**src/inc/tcs_consts.vh**
```
// Register map, field positions, reset values and timing counts of the converter config block
`ifndef TCS_CONSTS_VH
`define TCS_CONSTS_VH

// ----------------------------------------------------------------
// Register byte offsets
// ----------------------------------------------------------------
`define TCS_OFF_CFG0      8'h00
`define TCS_OFF_CFG_LAST  8'h18
`define TCS_OFF_CMD       8'h20
`define TCS_OFF_STATUS    8'h24
`define TCS_OFF_RES0      8'h28
`define TCS_OFF_RES2      8'h30
`define TCS_OFF_NVM_INJ   8'h34

// ----------------------------------------------------------------
// Command codes written to the command register
// ----------------------------------------------------------------
`define TCS_CMD_POR       8'h50
`define TCS_CMD_INIT      8'h70
`define TCS_CMD_NVM_WR    8'h51
`define TCS_CMD_NVM_LD    8'h52
`define TCS_CMD_NVM_CMP   8'h53

// ----------------------------------------------------------------
// Config word 0 fields and config word reset values
// ----------------------------------------------------------------
`define TCS_CFG_MODE2     0
`define TCS_CFG_FIRE_EN   1
`define TCS_CFG_HITS_LO   2
`define TCS_CFG_HITS_HI   3
`define TCS_CFG0_RST      32'h0000_0004
`define TCS_CFG_RST       32'h0000_0000

// ----------------------------------------------------------------
// Status bits
// ----------------------------------------------------------------
`define TCS_ST_MATCH      0
`define TCS_ST_UNCORR     1
`define TCS_ST_CORR       2
`define TCS_ST_SHORT      3
`define TCS_ST_OPEN       4
`define TCS_ST_PRE_TO     5
`define TCS_ST_FINE_TO    6
`define TCS_ST_NVM_BUSY   7
`define TCS_ST_MEAS_BUSY  8
`define TCS_ST_MEAS_DONE  9

// ----------------------------------------------------------------
// Timing
// ----------------------------------------------------------------
`define TCS_CLK_MHZ       250
`define TCS_FIRE_KHZ      1000
`define TCS_FIRE_PULSES   30
`define TCS_FIRE_HALF_CYC (`TCS_CLK_MHZ * 1000 / `TCS_FIRE_KHZ / 2)
`define TCS_M1_MIN_PS     3500
`define TCS_M1_MIN_CYC    ((`TCS_M1_MIN_PS * `TCS_CLK_MHZ + 999999) / 1000000)
`define TCS_M1_MAX_NS     2500
`define TCS_M1_MAX_CYC    (`TCS_M1_MAX_NS * `TCS_CLK_MHZ / 1000)
`define TCS_M2_MIN_NS     500
`define TCS_M2_MIN_CYC    ((`TCS_M2_MIN_NS * `TCS_CLK_MHZ + 999) / 1000)
`define TCS_M2_MAX_NS     4000000
`define TCS_M2_MAX_CYC    (`TCS_M2_MAX_NS / 1000 * `TCS_CLK_MHZ)
`define TCS_PRE_BITS      14
`define TCS_MASK_UNIT_CYC 2

`endif

```
**src/core/tcs_top.v**
```verilog
// Converter config/status register bank with nonvolatile copy and measurement engine
`timescale 1ns/100ps
`include "tcs_consts.vh"
module tcs_top #(
    parameter NWORDS      = 7,
    parameter M2_MAX_CYC  = `TCS_M2_MAX_CYC
) (
    input  wire        clk_sys,
    input  wire        rstn,
    input  wire [7:0]  s_axi_awaddr,
    input  wire        s_axi_awvalid,
    output wire        s_axi_awready,
    input  wire [31:0] s_axi_wdata,
    input  wire [3:0]  s_axi_wstrb,
    input  wire        s_axi_wvalid,
    output wire        s_axi_wready,
    output wire [1:0]  s_axi_bresp,
    output wire        s_axi_bvalid,
    input  wire        s_axi_bready,
    input  wire [7:0]  s_axi_araddr,
    input  wire        s_axi_arvalid,
    output wire        s_axi_arready,
    output wire [31:0] s_axi_rdata,
    output wire [1:0]  s_axi_rresp,
    output wire        s_axi_rvalid,
    input  wire        s_axi_rready,
    input  wire        start_in,
    input  wire        stop_in,
    input  wire        temp_short_in,
    input  wire        temp_open_in,
    output wire        fire_out
);
    localparam PRE_TICK = M2_MAX_CYC >> `TCS_PRE_BITS;
    localparam [3:0] M_IDLE = 4'h1, M_ARMED = 4'h2, M_RUN = 4'h4, M_DONE = 4'h8;
    localparam [3:0] N_IDLE = 4'h1, N_WR = 4'h2, N_LD = 4'h4, N_CMP = 4'h8;
    localparam [31:0] FIRE_N = `TCS_FIRE_PULSES;
    // ----------------------------------------------------------------
    // Nonvolatile word check: two parity-protected copies per word
    // ----------------------------------------------------------------
    // Returns {uncorrectable, corrected, data}
    function [33:0] nvm_fix;
        input [32:0] a;
        input [32:0] b;
        reg          ga, gb;
        begin
            ga = ~^a;
            gb = ~^b;
            if (ga && gb && a == b)
                nvm_fix = {2'b00, a[31:0]};
            else if (ga && !gb)
                nvm_fix = {2'b01, a[31:0]};
            else if (!ga && gb)
                nvm_fix = {2'b01, b[31:0]};
            else
                nvm_fix = {2'b10, a[31:0]};
        end
    endfunction
    // ----------------------------------------------------------------
    // Pin synchronisers: three stages, change taken when 2 and 3 agree
    // ----------------------------------------------------------------
    wire [3:0] pin_raw = {temp_open_in, temp_short_in, stop_in, start_in};
    reg  [3:0] pin_s1_r, pin_s2_r, pin_s3_r, pin_stb_r, pin_prev_r;
    genvar gi;
    generate
        for (gi = 0; gi < 4; gi = gi + 1) begin : g_sync
            always @(posedge clk_sys) begin
                if (!rstn) begin
                    {pin_s1_r[gi], pin_s2_r[gi], pin_s3_r[gi], pin_stb_r[gi], pin_prev_r[gi]} <= 5'b00000;
                end else begin
                    pin_s1_r[gi]   <= pin_raw[gi];
                    pin_s2_r[gi]   <= pin_s1_r[gi];
                    pin_s3_r[gi]   <= pin_s2_r[gi];
                    if (pin_s2_r[gi] == pin_s3_r[gi])
                        pin_stb_r[gi] <= pin_s3_r[gi];
                    pin_prev_r[gi] <= pin_stb_r[gi];
                end
            end
        end
    endgenerate
    wire start_rise = pin_stb_r[0] & ~pin_prev_r[0];
    wire stop_rise  = pin_stb_r[1] & ~pin_prev_r[1];
    // ----------------------------------------------------------------
    // AXI4-Lite slave
    // ----------------------------------------------------------------
    reg        awready_r, wready_r, bvalid_r, arready_r, rvalid_r;
    reg        aw_got_r, w_got_r;
    reg [7:0]  awaddr_r;
    reg [31:0] wdata_r;
    reg [3:0]  wstrb_r;
    reg [1:0]  bresp_r, rresp_r;
    reg [31:0] rdata_r;
    reg [31:0] rd_nxt;
    reg        rd_ok;
    wire       wr_go  = aw_got_r & w_got_r & ~bvalid_r;
    wire       wr_cfg = wr_go && awaddr_r <= `TCS_OFF_CFG_LAST && awaddr_r[1:0] == 2'b00;
    wire [2:0] wr_idx = awaddr_r[4:2];
    wire       wr_cmd = wr_go && awaddr_r == `TCS_OFF_CMD && wstrb_r[0];
    wire       wr_inj = wr_go && awaddr_r == `TCS_OFF_NVM_INJ && wstrb_r[1];
    wire       wr_map = awaddr_r[1:0] == 2'b00 && (awaddr_r <= `TCS_OFF_CFG_LAST ||
                        (awaddr_r >= `TCS_OFF_CMD && awaddr_r <= `TCS_OFF_NVM_INJ));
    wire       cmd_por  = wr_cmd && wdata_r[7:0] == `TCS_CMD_POR;
    wire       cmd_init = wr_cmd && wdata_r[7:0] == `TCS_CMD_INIT;
    always @(posedge clk_sys) begin
        if (!rstn) begin
            {awready_r, wready_r, bvalid_r, aw_got_r, w_got_r} <= 5'b00000;
            awaddr_r  <= 8'h00;
            wdata_r   <= 32'h0000_0000;
            wstrb_r   <= 4'h0;
            bresp_r   <= 2'b00;
        end else begin
            if (s_axi_awvalid && awready_r) begin
                awready_r <= 1'b0;
                aw_got_r  <= 1'b1;
                awaddr_r  <= s_axi_awaddr;
            end else if (!aw_got_r && !bvalid_r) begin
                awready_r <= 1'b1;
            end
            if (s_axi_wvalid && wready_r) begin
                wready_r <= 1'b0;
                w_got_r  <= 1'b1;
                wdata_r  <= s_axi_wdata;
                wstrb_r  <= s_axi_wstrb;
            end else if (!w_got_r && !bvalid_r) begin
                wready_r <= 1'b1;
            end
            if (wr_go) begin
                aw_got_r <= 1'b0;
                w_got_r  <= 1'b0;
                bvalid_r <= 1'b1;
                bresp_r  <= wr_map ? 2'b00 : 2'b10;
            end else if (bvalid_r && s_axi_bready) begin
                bvalid_r <= 1'b0;
            end
        end
    end
    // ----------------------------------------------------------------
    // Configuration words, nonvolatile store and its sequencer
    // ----------------------------------------------------------------
    reg [31:0] cfg_r [0:NWORDS-1];
    reg [32:0] nvm_a [0:NWORDS-1];
    reg [32:0] nvm_b [0:NWORDS-1];
    reg [3:0]  nvm_st_r;
    reg [2:0]  nvm_idx_r;
    reg        nvm_diff_r;
    reg        match_r, uncorr_r, corr_r;
    wire [33:0] nvm_rd   = nvm_fix(nvm_a[nvm_idx_r], nvm_b[nvm_idx_r]);
    wire        nvm_last = nvm_idx_r == NWORDS - 1;
    wire        nvm_idle = nvm_st_r == N_IDLE;
    wire        nvm_rd_start = nvm_idle && wr_cmd &&
                    (wdata_r[7:0] == `TCS_CMD_NVM_LD || wdata_r[7:0] == `TCS_CMD_NVM_CMP);
    integer k, k2;
    always @(posedge clk_sys) begin
        if (!rstn || cmd_por) begin
            for (k = 0; k < NWORDS; k = k + 1)
                cfg_r[k] <= (k == 0) ? `TCS_CFG0_RST : `TCS_CFG_RST;
        end else if (nvm_st_r == N_LD && !nvm_rd[33]) begin
            cfg_r[nvm_idx_r] <= nvm_rd[31:0];
        end else if (wr_cfg && nvm_idle) begin
            for (k = 0; k < 4; k = k + 1)
                if (wstrb_r[k])
                    cfg_r[wr_idx][k*8 +: 8] <= wdata_r[k*8 +: 8];
        end
    end
    // Store contents are kept across every reset, as a nonvolatile part would
    always @(posedge clk_sys) begin
        if (nvm_st_r == N_WR) begin
            nvm_a[nvm_idx_r] <= {^cfg_r[nvm_idx_r], cfg_r[nvm_idx_r]};
            nvm_b[nvm_idx_r] <= {^cfg_r[nvm_idx_r], cfg_r[nvm_idx_r]};
        end else if (wr_inj && nvm_idle) begin
            nvm_a[wdata_r[2:0]][0] <= nvm_a[wdata_r[2:0]][0] ^ wdata_r[8];
            nvm_b[wdata_r[2:0]][0] <= nvm_b[wdata_r[2:0]][0] ^ wdata_r[9];
        end
    end
    always @(posedge clk_sys) begin
        if (!rstn || cmd_por) begin
            nvm_st_r   <= N_IDLE;
            nvm_idx_r  <= 3'd0;
            {nvm_diff_r, match_r, uncorr_r, corr_r} <= 4'h0;
        end else begin
            // A fresh read sequence restarts error reporting; set still wins below
            uncorr_r <= (uncorr_r & ~nvm_rd_start) |
                        ((nvm_st_r == N_LD || nvm_st_r == N_CMP) & nvm_rd[33]);
            corr_r   <= (corr_r & ~nvm_rd_start) |
                        ((nvm_st_r == N_LD || nvm_st_r == N_CMP) & nvm_rd[32]);
            case (nvm_st_r)
                N_IDLE: begin
                    nvm_idx_r  <= 3'd0;
                    nvm_diff_r <= 1'b0;
                    if (wr_cmd) begin
                        case (wdata_r[7:0])
                            `TCS_CMD_NVM_WR:  nvm_st_r <= N_WR;
                            `TCS_CMD_NVM_LD:  nvm_st_r <= N_LD;
                            `TCS_CMD_NVM_CMP: nvm_st_r <= N_CMP;
                            default:          nvm_st_r <= N_IDLE;
                        endcase
                    end
                end
                N_WR, N_LD: begin
                    nvm_idx_r <= nvm_idx_r + 3'd1;
                    if (nvm_last)
                        nvm_st_r <= N_IDLE;
                end
                N_CMP: begin
                    nvm_idx_r <= nvm_idx_r + 3'd1;
                    if (nvm_rd[33] || nvm_rd[31:0] != cfg_r[nvm_idx_r])
                        nvm_diff_r <= 1'b1;
                    if (nvm_last) begin
                        nvm_st_r <= N_IDLE;
                        match_r  <= ~nvm_diff_r & ~nvm_rd[33] &
                                    (nvm_rd[31:0] == cfg_r[nvm_idx_r]);
                    end
                end
                default: nvm_st_r <= N_IDLE;
            endcase
        end
    end
    // ----------------------------------------------------------------
    // Measurement engine and fire burst
    // ----------------------------------------------------------------
    reg [3:0]  m_st_r;
    reg [31:0] cnt_r, tick_r;
    reg [`TCS_PRE_BITS-1:0] pre_r;
    reg [1:0]  hit_r;
    reg [31:0] res_r [0:2];
    reg        pre_to_r, fine_to_r, short_r, open_r;
    reg [4:0]  fire_left_r;
    reg [7:0]  fire_half_r;
    reg        fire_r;
    wire       mode2    = cfg_r[0][`TCS_CFG_MODE2];
    wire [1:0] hits_exp = cfg_r[0][`TCS_CFG_HITS_HI:`TCS_CFG_HITS_LO];
    wire [31:0] mask_cyc = cfg_r[1][15:0] * `TCS_MASK_UNIT_CYC;
    wire [31:0] min_cyc  = mode2 ? `TCS_M2_MIN_CYC : `TCS_M1_MIN_CYC;
    wire       stop_ok  = m_st_r == M_RUN && stop_rise &&
                          cnt_r >= mask_cyc && cnt_r >= min_cyc;
    wire       fine_end = !mode2 && cnt_r == `TCS_M1_MAX_CYC - 1;
    wire       tick_end = tick_r == PRE_TICK - 1;
    wire       pre_end  = mode2 && tick_end && (&pre_r);
    wire       m_clr    = !rstn || cmd_por;
    always @(posedge clk_sys) begin
        if (m_clr || cmd_init) begin
            m_st_r    <= m_clr ? M_IDLE : M_ARMED;
            cnt_r     <= 32'h0000_0000;
            tick_r    <= 32'h0000_0000;
            pre_r     <= {`TCS_PRE_BITS{1'b0}};
            hit_r     <= 2'd0;
            {pre_to_r, fine_to_r} <= 2'b00;
            // Results survive a rearm so the host can still read the last run
            if (m_clr)
                for (k2 = 0; k2 < 3; k2 = k2 + 1)
                    res_r[k2] <= 32'h0000_0000;
        end else begin
            case (m_st_r)
                M_IDLE, M_DONE: m_st_r <= m_st_r;
                M_ARMED: begin
                    if (start_rise)
                        m_st_r <= M_RUN;
                end
                M_RUN: begin
                    cnt_r  <= cnt_r + 32'd1;
                    tick_r <= tick_end ? 32'h0000_0000 : tick_r + 32'd1;
                    if (tick_end)
                        pre_r <= pre_r + 1'b1;
                    if (stop_ok) begin
                        res_r[hit_r] <= cnt_r;
                        hit_r <= hit_r + 2'd1;
                        if (hit_r + 2'd1 >= hits_exp || hit_r == 2'd2)
                            m_st_r <= M_DONE;
                    end else if (pre_end) begin
                        pre_to_r <= 1'b1;
                        m_st_r   <= M_DONE;
                    end else if (fine_end) begin
                        fine_to_r <= 1'b1;
                        m_st_r    <= M_DONE;
                    end
                end
                default: m_st_r <= M_IDLE;
            endcase
        end
    end
    // Sensor faults stick until a full reset; a fault present then sets again
    always @(posedge clk_sys) begin
        if (!rstn) begin
            {short_r, open_r} <= 2'b00;
        end else begin
            short_r <= (short_r & ~cmd_por) | pin_stb_r[2];
            open_r  <= (open_r & ~cmd_por) | pin_stb_r[3];
        end
    end
    always @(posedge clk_sys) begin
        if (m_clr || (cmd_init && cfg_r[0][`TCS_CFG_FIRE_EN])) begin
            fire_left_r <= m_clr ? 5'd0 : FIRE_N[4:0];
            fire_half_r <= 8'd0;
            fire_r      <= 1'b0;
        end else if (fire_left_r != 5'd0) begin
            if (fire_half_r == `TCS_FIRE_HALF_CYC - 1) begin
                fire_half_r <= 8'd0;
                fire_r      <= ~fire_r;
                if (fire_r)
                    fire_left_r <= fire_left_r - 5'd1;
            end else begin
                fire_half_r <= fire_half_r + 8'd1;
            end
        end
    end
    // ----------------------------------------------------------------
    // Read path
    // ----------------------------------------------------------------
    wire [31:0] status = {22'h0, m_st_r == M_DONE, m_st_r == M_RUN || m_st_r == M_ARMED, ~nvm_idle,
                          fine_to_r, pre_to_r, open_r, short_r, corr_r, uncorr_r, match_r};
    always @* begin
        rd_nxt = 32'h0000_0000;
        rd_ok  = 1'b1;
        if (s_axi_araddr[1:0] != 2'b00)
            rd_ok = 1'b0;
        else if (s_axi_araddr <= `TCS_OFF_CFG_LAST)
            rd_nxt = cfg_r[s_axi_araddr[4:2]];
        else if (s_axi_araddr == `TCS_OFF_STATUS)
            rd_nxt = status;
        else if (s_axi_araddr >= `TCS_OFF_RES0 && s_axi_araddr <= `TCS_OFF_RES2)
            rd_nxt = res_r[s_axi_araddr[3:2] - 2'd2];
        else if (s_axi_araddr != `TCS_OFF_CMD && s_axi_araddr != `TCS_OFF_NVM_INJ)
            rd_ok = 1'b0;
    end
    always @(posedge clk_sys) begin
        if (!rstn) begin
            {arready_r, rvalid_r} <= 2'b00;
            rdata_r   <= 32'h0000_0000;
            rresp_r   <= 2'b00;
        end else if (s_axi_arvalid && arready_r) begin
            arready_r <= 1'b0;
            rvalid_r  <= 1'b1;
            rdata_r   <= rd_nxt;
            rresp_r   <= rd_ok ? 2'b00 : 2'b10;
        end else if (rvalid_r && s_axi_rready) begin
            rvalid_r <= 1'b0;
        end else if (!rvalid_r) begin
            arready_r <= 1'b1;
        end
    end
    assign s_axi_awready = awready_r;
    assign s_axi_wready  = wready_r;
    assign s_axi_bvalid  = bvalid_r;
    assign s_axi_bresp   = bresp_r;
    assign s_axi_arready = arready_r;
    assign s_axi_rvalid  = rvalid_r;
    assign s_axi_rdata   = rdata_r;
    assign s_axi_rresp   = rresp_r;
    assign fire_out      = fire_r;
endmodule // tcs_top

```
**config.mk**
```make
export PLATFORM = sky130hd
export DESIGN_NAME = tcs_top
export DESIGN_NICKNAME = d
export VERILOG_FILES = /design/src/core/tcs_top.v
export VERILOG_INCLUDE_DIRS = /design/src /design/src/inc
export SDC_FILE = /design/constraint.sdc
export NUM_CORES = 1
export LEC_CHECK = 0
export ABC_CLOCK_PERIOD_IN_PS = 7100
export BUFFER_PORTS_ARGS = -buffer_cell sky130_fd_sc_hd__buf_2
export CAP_MARGIN = 20
export CORE_ASPECT_RATIO = 0.7
export CORE_UTILIZATION = 35
export DETAILED_ROUTE_END_ITERATION = 8
export PLACE_DENSITY_LB_ADDON = 0.12
export SLEW_MARGIN = 30
export SYNTH_ARGS = -nofsm -noshare
export SYNTH_HDL_FRONTEND = slang
export SYNTH_SLANG_ARGS = --single-unit
```
**constraint.sdc**
```tcl
create_clock -name clk_sys -period 7.1 [get_ports clk_sys]
set_input_delay 1.42 -clock clk_sys [delete_from_list [all_inputs] [get_ports clk_sys]]
set_output_delay 1.42 -clock clk_sys [all_outputs]
set_load 0.02 [all_outputs]
```
# Word level (Yosys, flattened, before mapping)
# Memory sizes are Yosys's and may differ from the RTL's. A register that Yosys moved wholly into a read port is not among the register bits.
# Index checks and enable logic that the tools add are counted.
op_classes:
  order_cmp: 9
  n_bitwise: 32
  add_sub_neg: 8
  n_reduce_logical: 88
  muxes: 102
  n_eq_ne: 37
op_table:
  columns: ["op", "n"]
  rows:
  - ["two-way mux 32 bit", 8]
  - ["two-way mux 34 bit", 3]
  - ["OR reduction 32 bit", 3]
  - ["two-way mux 33 bit", 2]
  - ["OR reduction 33 bit", 2]
  - ["XNOR reduction 33 bit", 2]
  - ["adder 32 x 1 -> 32 bit, second input constant", 2]
  - ["equality test 8 x 7 -> 1 bit, second input constant", 6]
  - ["two-way mux 1 bit", 48]
  - ["two-way mux 3 bit", 14]
  - ["two-way mux 4 bit", 9]
  - ["logical AND 1 bit", 35]
  - ["equality test 33 bit", 1]
  - ["equality test 32 x 10 -> 1 bit, second input constant", 1]
  - ["equality test 32 bit", 1]
  - ["equality test 32 x 6 -> 1 bit, second input constant", 1]
  - [">= comparator 32 x 17 -> 1 bit", 1]
  - [">= comparator 32 x 7 -> 1 bit", 1]
  - ["!= test 32 bit", 1]
  - ["parity 32 bit", 1]
  - ["two-way mux 5 bit", 5]
  - ["equality test 8 x 6 -> 1 bit, second input constant", 3]
  - ["one-hot mux 4 bit (3 select lines)", 2]
  - [">= comparator 8 x 6 -> 1 bit, second input constant", 2]
  - ["43 further kinds", 122]
word_totals:
  output_inout_bits: 42
  n_memories: 4
  wordCells: 329
  regBits: 218
  ram_bits: 782
  input_bits: 63
memory_table:
  columns: ["memory", "words", "width", "rd", "rd_clocked_by_memory_dff", "wr", "line", "source"]
  rows:
  - ["nvm_a", 7, 33, 2, 2, 1, "tcs_top.v:140", "reg [32:0] nvm_a [0:NWORDS-1];"]
  - ["nvm_b", 7, 33, 2, 2, 1, "tcs_top.v:141", "reg [32:0] nvm_b [0:NWORDS-1];"]
  - ["cfg_r", 7, 32, 4, 1, 7, "tcs_top.v:139", "reg [31:0] cfg_r [0:NWORDS-1];"]
  - ["res_r", 3, 32, 1, 0, 3, "tcs_top.v:224", "reg [31:0] res_r [0:2];"]

# Logic depth before layout (Yosys ltp)
depth:
  ltp_word: 14
  mapped_depth: 21
  ltp_nobuf: 17

# Worst setup path before layout
# OpenSTA, ideal clock, no wires.
synth_timing:
  kind: "reg2reg"
  startpoint: "reg (tool-made name)"
  endpoint: "mem cfg_r[0][10] (enable)"
  path_stages_with_launch: 21
  slack_ns: 2.654
  period_less_slack_ns: 4.446
  n_path_buf: 5
  arrival_ns: 4.143
  setup_ns: 0.303
  required_ns: 6.797
  cell_sequence: "dfxtp_1 > buf_6 > buf_6 > buf_2 > mux2i_1 > o22ai_1 > a21o_1 > xnor2_1 > xnor2_1 > xnor2_1 > xnor2_1 > xnor2_2 > xnor2_1 > ha_1 > clkbuf_1 > inv_1 > o21ai_1 > a211oi_1 > nand2b_1 > clkbuf_1 > nand2_1"
synth_lines:
  columns: ["item", "line"]
  rows:
  - ["to (decl)", "tcs_top.v:139"]

==> flow_metrics.env <==
export IMPL_slew_headroom_pct=23.2
export IMPL_fin_cells=4697
export IMPL_ys_seq_area_share_pct=58.7
export IMPL_grt_max_degree=55
export IMPL_die_area_um2=113000
export IMPL_rsz0062_at_grt="false"
export IMPL_period_share_pct=87.9
export IMPL_cap_violations=0
export IMPL_fmaxAchievable_mhz=160
export IMPL_cp_endpoint="cfg_r[1][25]"
export IMPL_synthCells=3054
export IMPL_clockPowerShare_pct=45.4
export IMPL_yosysTopAreaCellShare_pct=46.1
export IMPL_cts_setup_buffers=0
export IMPL_drive_gt1_share_pct=18.2
export IMPL_vias_per_cell=5.39
export IMPL_clk_latency_ns=0.69
export IMPL_finalCriticalPeriod_ns=6.24
export IMPL_finalHoldViolCount=0
export IMPL_clk_pin_slew_ns=0.06
export IMPL_vdd_drop_max_v=0.000158
export IMPL_r2r_end="cfg_r[1][25]"
export IMPL_cts_sinks=844
export IMPL_grt_pass1_wl_um=171000
export IMPL_initial_utilization_pct=35.3
export IMPL_crit_arrival_ns=6.55
export IMPL_grt_pass1_vias=24673
export IMPL_num_vias=25299
export IMPL_overflow=0
export IMPL_ys_ff_latch=844
export IMPL_timing_setup_tns_ns=0
export IMPL_dr_pass1_iters=8
export IMPL_antenna_found_initial=5
export IMPL_power_leakage_nw=15.5
export IMPL_gp_congestion=0.803
export IMPL_worstSetupPathType="flip-flop to flip-flop"
export IMPL_endpoint_kind="flip-flop"
export IMPL_finalMaxSlewViolations=0
export IMPL_comb_power_share_pct=4.5
export IMPL_syn_to_final_growth_pct=14.1
export IMPL_cts_tree="yes"
export IMPL_cts_resized=0
export IMPL_worstMarginPinSlew_ns=1.14
export IMPL_hold_buffers=0
export IMPL_synthTopCellsByArea="edfxtp_1 46%, dfxtp_1 13%, mux4_2 9.5%"
export IMPL_final_nets=3269
export IMPL_setup_viol=0
export IMPL_synthFlopType="edfxtp_1"
export IMPL_wl_um=117000
export IMPL_critPathRequiredTime_ns=7.42
export IMPL_yosysWarnings=0
export IMPL_rows=102
export IMPL_portBuffers=102
export IMPL_cts_buffers=91
export IMPL_fin_skew_ns=0.0252
export IMPL_dr_first_iter_drc_count=2232
export IMPL_async_flop_share_pct=0
export IMPL_dp_hpwl_um=80600
export IMPL_p_switching_mw=2.44
export IMPL_power_per_cell_area_nw_per_um2=243
export IMPL_dp_cells=4525
export IMPL_synth_edf_count=599
export IMPL_grt_usage_pct=20.7
export IMPL_core_um2=111000
export IMPL_yosysTopAreaCell="edfxtp_1"
export IMPL_io_pin_count=105
export IMPL_synthesis_area_um2=39000
export IMPL_yosysUniqueCellTypes=73
export IMPL_ant_nets=0
export IMPL_fp_dieH_um=281
export IMPL_r2r_slack_ns=0.86
export IMPL_p_seq_share_pct=50.0
export IMPL_crit_fanout=45
export IMPL_clockBufferDepth=3
export IMPL_cts_root_buf="clkbuf_16"
export IMPL_hold_path_class="flip-flop to flip-flop"
export IMPL_intPower_mw=8.39
export IMPL_swShare_pct=22.5
export IMPL_ctsHtreeMaxLevel=3
export IMPL_wl_per_cell_um=24.9
export IMPL_status="complete, no violations"
export IMPL_cp_start_kind="flip-flop"
export IMPL_n_antenna_cell=0
export IMPL_r2r_cells=17
export IMPL_drc=0
export IMPL_die_w_um=401
export IMPL_synth_area_per_cell_um2=12.8
-- how the worst min path moves through the flow --
| stage | startpoint | endpoint | cells past startpoint |
|---|---|---|---|
| finish | pin_s1_r[2] | pin_s2_r[2] | 1 |
| global route | pin_s1_r[0] | pin_s2_r[0] | 1 |
| CTS | pin_s1_r[2] | pin_s2_r[2] | 1 |
| detailed placement | pin_s1_r[2] | pin_s2_r[2] | 1 |
| global placement | pin_s1_r[0] | pin_s2_r[0] | 1 |
| floorplan | cnt_r[19] | res_r[3][19] | 0 |
-- stage by stage --
stage	setup WS [ns]	util, %	total power, mW	instance area (um^2)	hold slack [ns]
CTS	0.940	40.2	11.0	44500	0.430
floorplan	2.65	-	5.80	39000	0.406
global route	0.543	40.3	11.2	44500	0.461
detailed placement	1.01	37.4	6.02	41400	0.420
finish	0.862	40.3	10.8	44500	0.426
global placement	0.652	37.4	6.01	41300	0.425
-- cells in the mapped netlist, types with 5 or more instances --
master / n
a211oi_1: 5
a21o_1: 41
a21oi_1: 97
a22oi_1: 76
and2_1: 120
and3_1: 22
and4_1: 13
buf_1: 20
buf_2: 37
buf_4: 13
buf_6: 6
clkbuf_1: 103
dfxtp_1: 245
edfxtp_1: 599
ha_1: 43
inv_1: 80
mux2i_1: 190
mux4_2: 165
nand2_1: 261
nand2b_1: 11
nand3_1: 49
nand3b_1: 6
nand4_1: 24
nor2_1: 342
nor2_2: 21
nor2b_1: 9
nor3_1: 20
nor4_1: 15
nor4b_1: 10
o21a_1: 5
o21ai_0: 101
o22ai_1: 31
or2_2: 7
or3_1: 20
xnor2_1: 79
xor2_1: 96
-- sequential cells by signal (all words and copies together), names as in the netlist, 14 cells and up, named ones only --
register     count
cfg_r          256
nvm_b          194
res_r          128
s_axi_rdata     32
tick_r          32
cnt_r           32
pre_r           14
nvm_a           44
wdata_r         32
-- cell type report --
type	instances	area, um^2
timing repair buffer	194	1270
clock inverter	41	443
multi-input combinational	1951	15100
inverter	81	305
clock buffer	130	2650
fill	10329	66000
tap	1456	1820
sequential	844	22900
-- critical path: stages, from the launching register on --
cell	delay, ns
dfxtp_4	0.57
buf_12	0.35
mux2i_1	0.25
o22ai_1	0.10
a21o_1	0.24
xnor2_1	0.21
xnor2_1	0.15
xnor2_1	0.51
xnor2_1	0.24
xnor2_2	0.38
xnor2_1	0.15
ha_1	0.41
inv_1	0.12
o21ai_1	0.08
buf_4	0.25
a211oi_1	0.71
nand2_1	0.51
nand2_1	0.56
-- placed cells by master, fill, tap and decap left out, drive strengths merged, types with 106 or more instances in the layout --
master	instances
o21ai	106
edfxtp	599
nand2	261
nor2	363
mux2i	198
clkbuf	131
buf	193
dfxtp	245
mux4	165
and2	120
-- metal layers --
metal	up-vias	global-route usage, %	part of all wire [%]
met5	-	0	0.010
met4	2	5.44	2.3
met3	166	4.13	7.4
met2	799	29.5	41
met1	12885	31.7	49
li1	11447	-	-
-- power groups by stage --
stage / Clock, mW / Combinational (mW) / Sequential [mW]
floorplan: 0 / 0.312 / 5.49
global placement: 0 / 0.488 / 5.52
detailed placement: 0 / 0.495 / 5.52
CTS: 5.04 / 0.497 / 5.42
global route: 5.20 / 0.528 / 5.43
finish: 4.92 / 0.489 / 5.42
-- cell families (layout without fill, tap and decap cells) --
kind of cell | after synthesis | after routing | synth area share (%)
compound gates | 395 | 395 | 6.38
xor+xnor | 176 | 176 | 3.97
fa+ha+maj | 43 | 43 | 1.38
buf+inv | 260 | 446 | 2.86
flops | 844 | 844 | 58.7
mux | 366 | 366 | 14.9
other cells | 1 | 2 | 0.00962
simple gates | 969 | 969 | 11.8
Power figures use the tool's default switching activity.
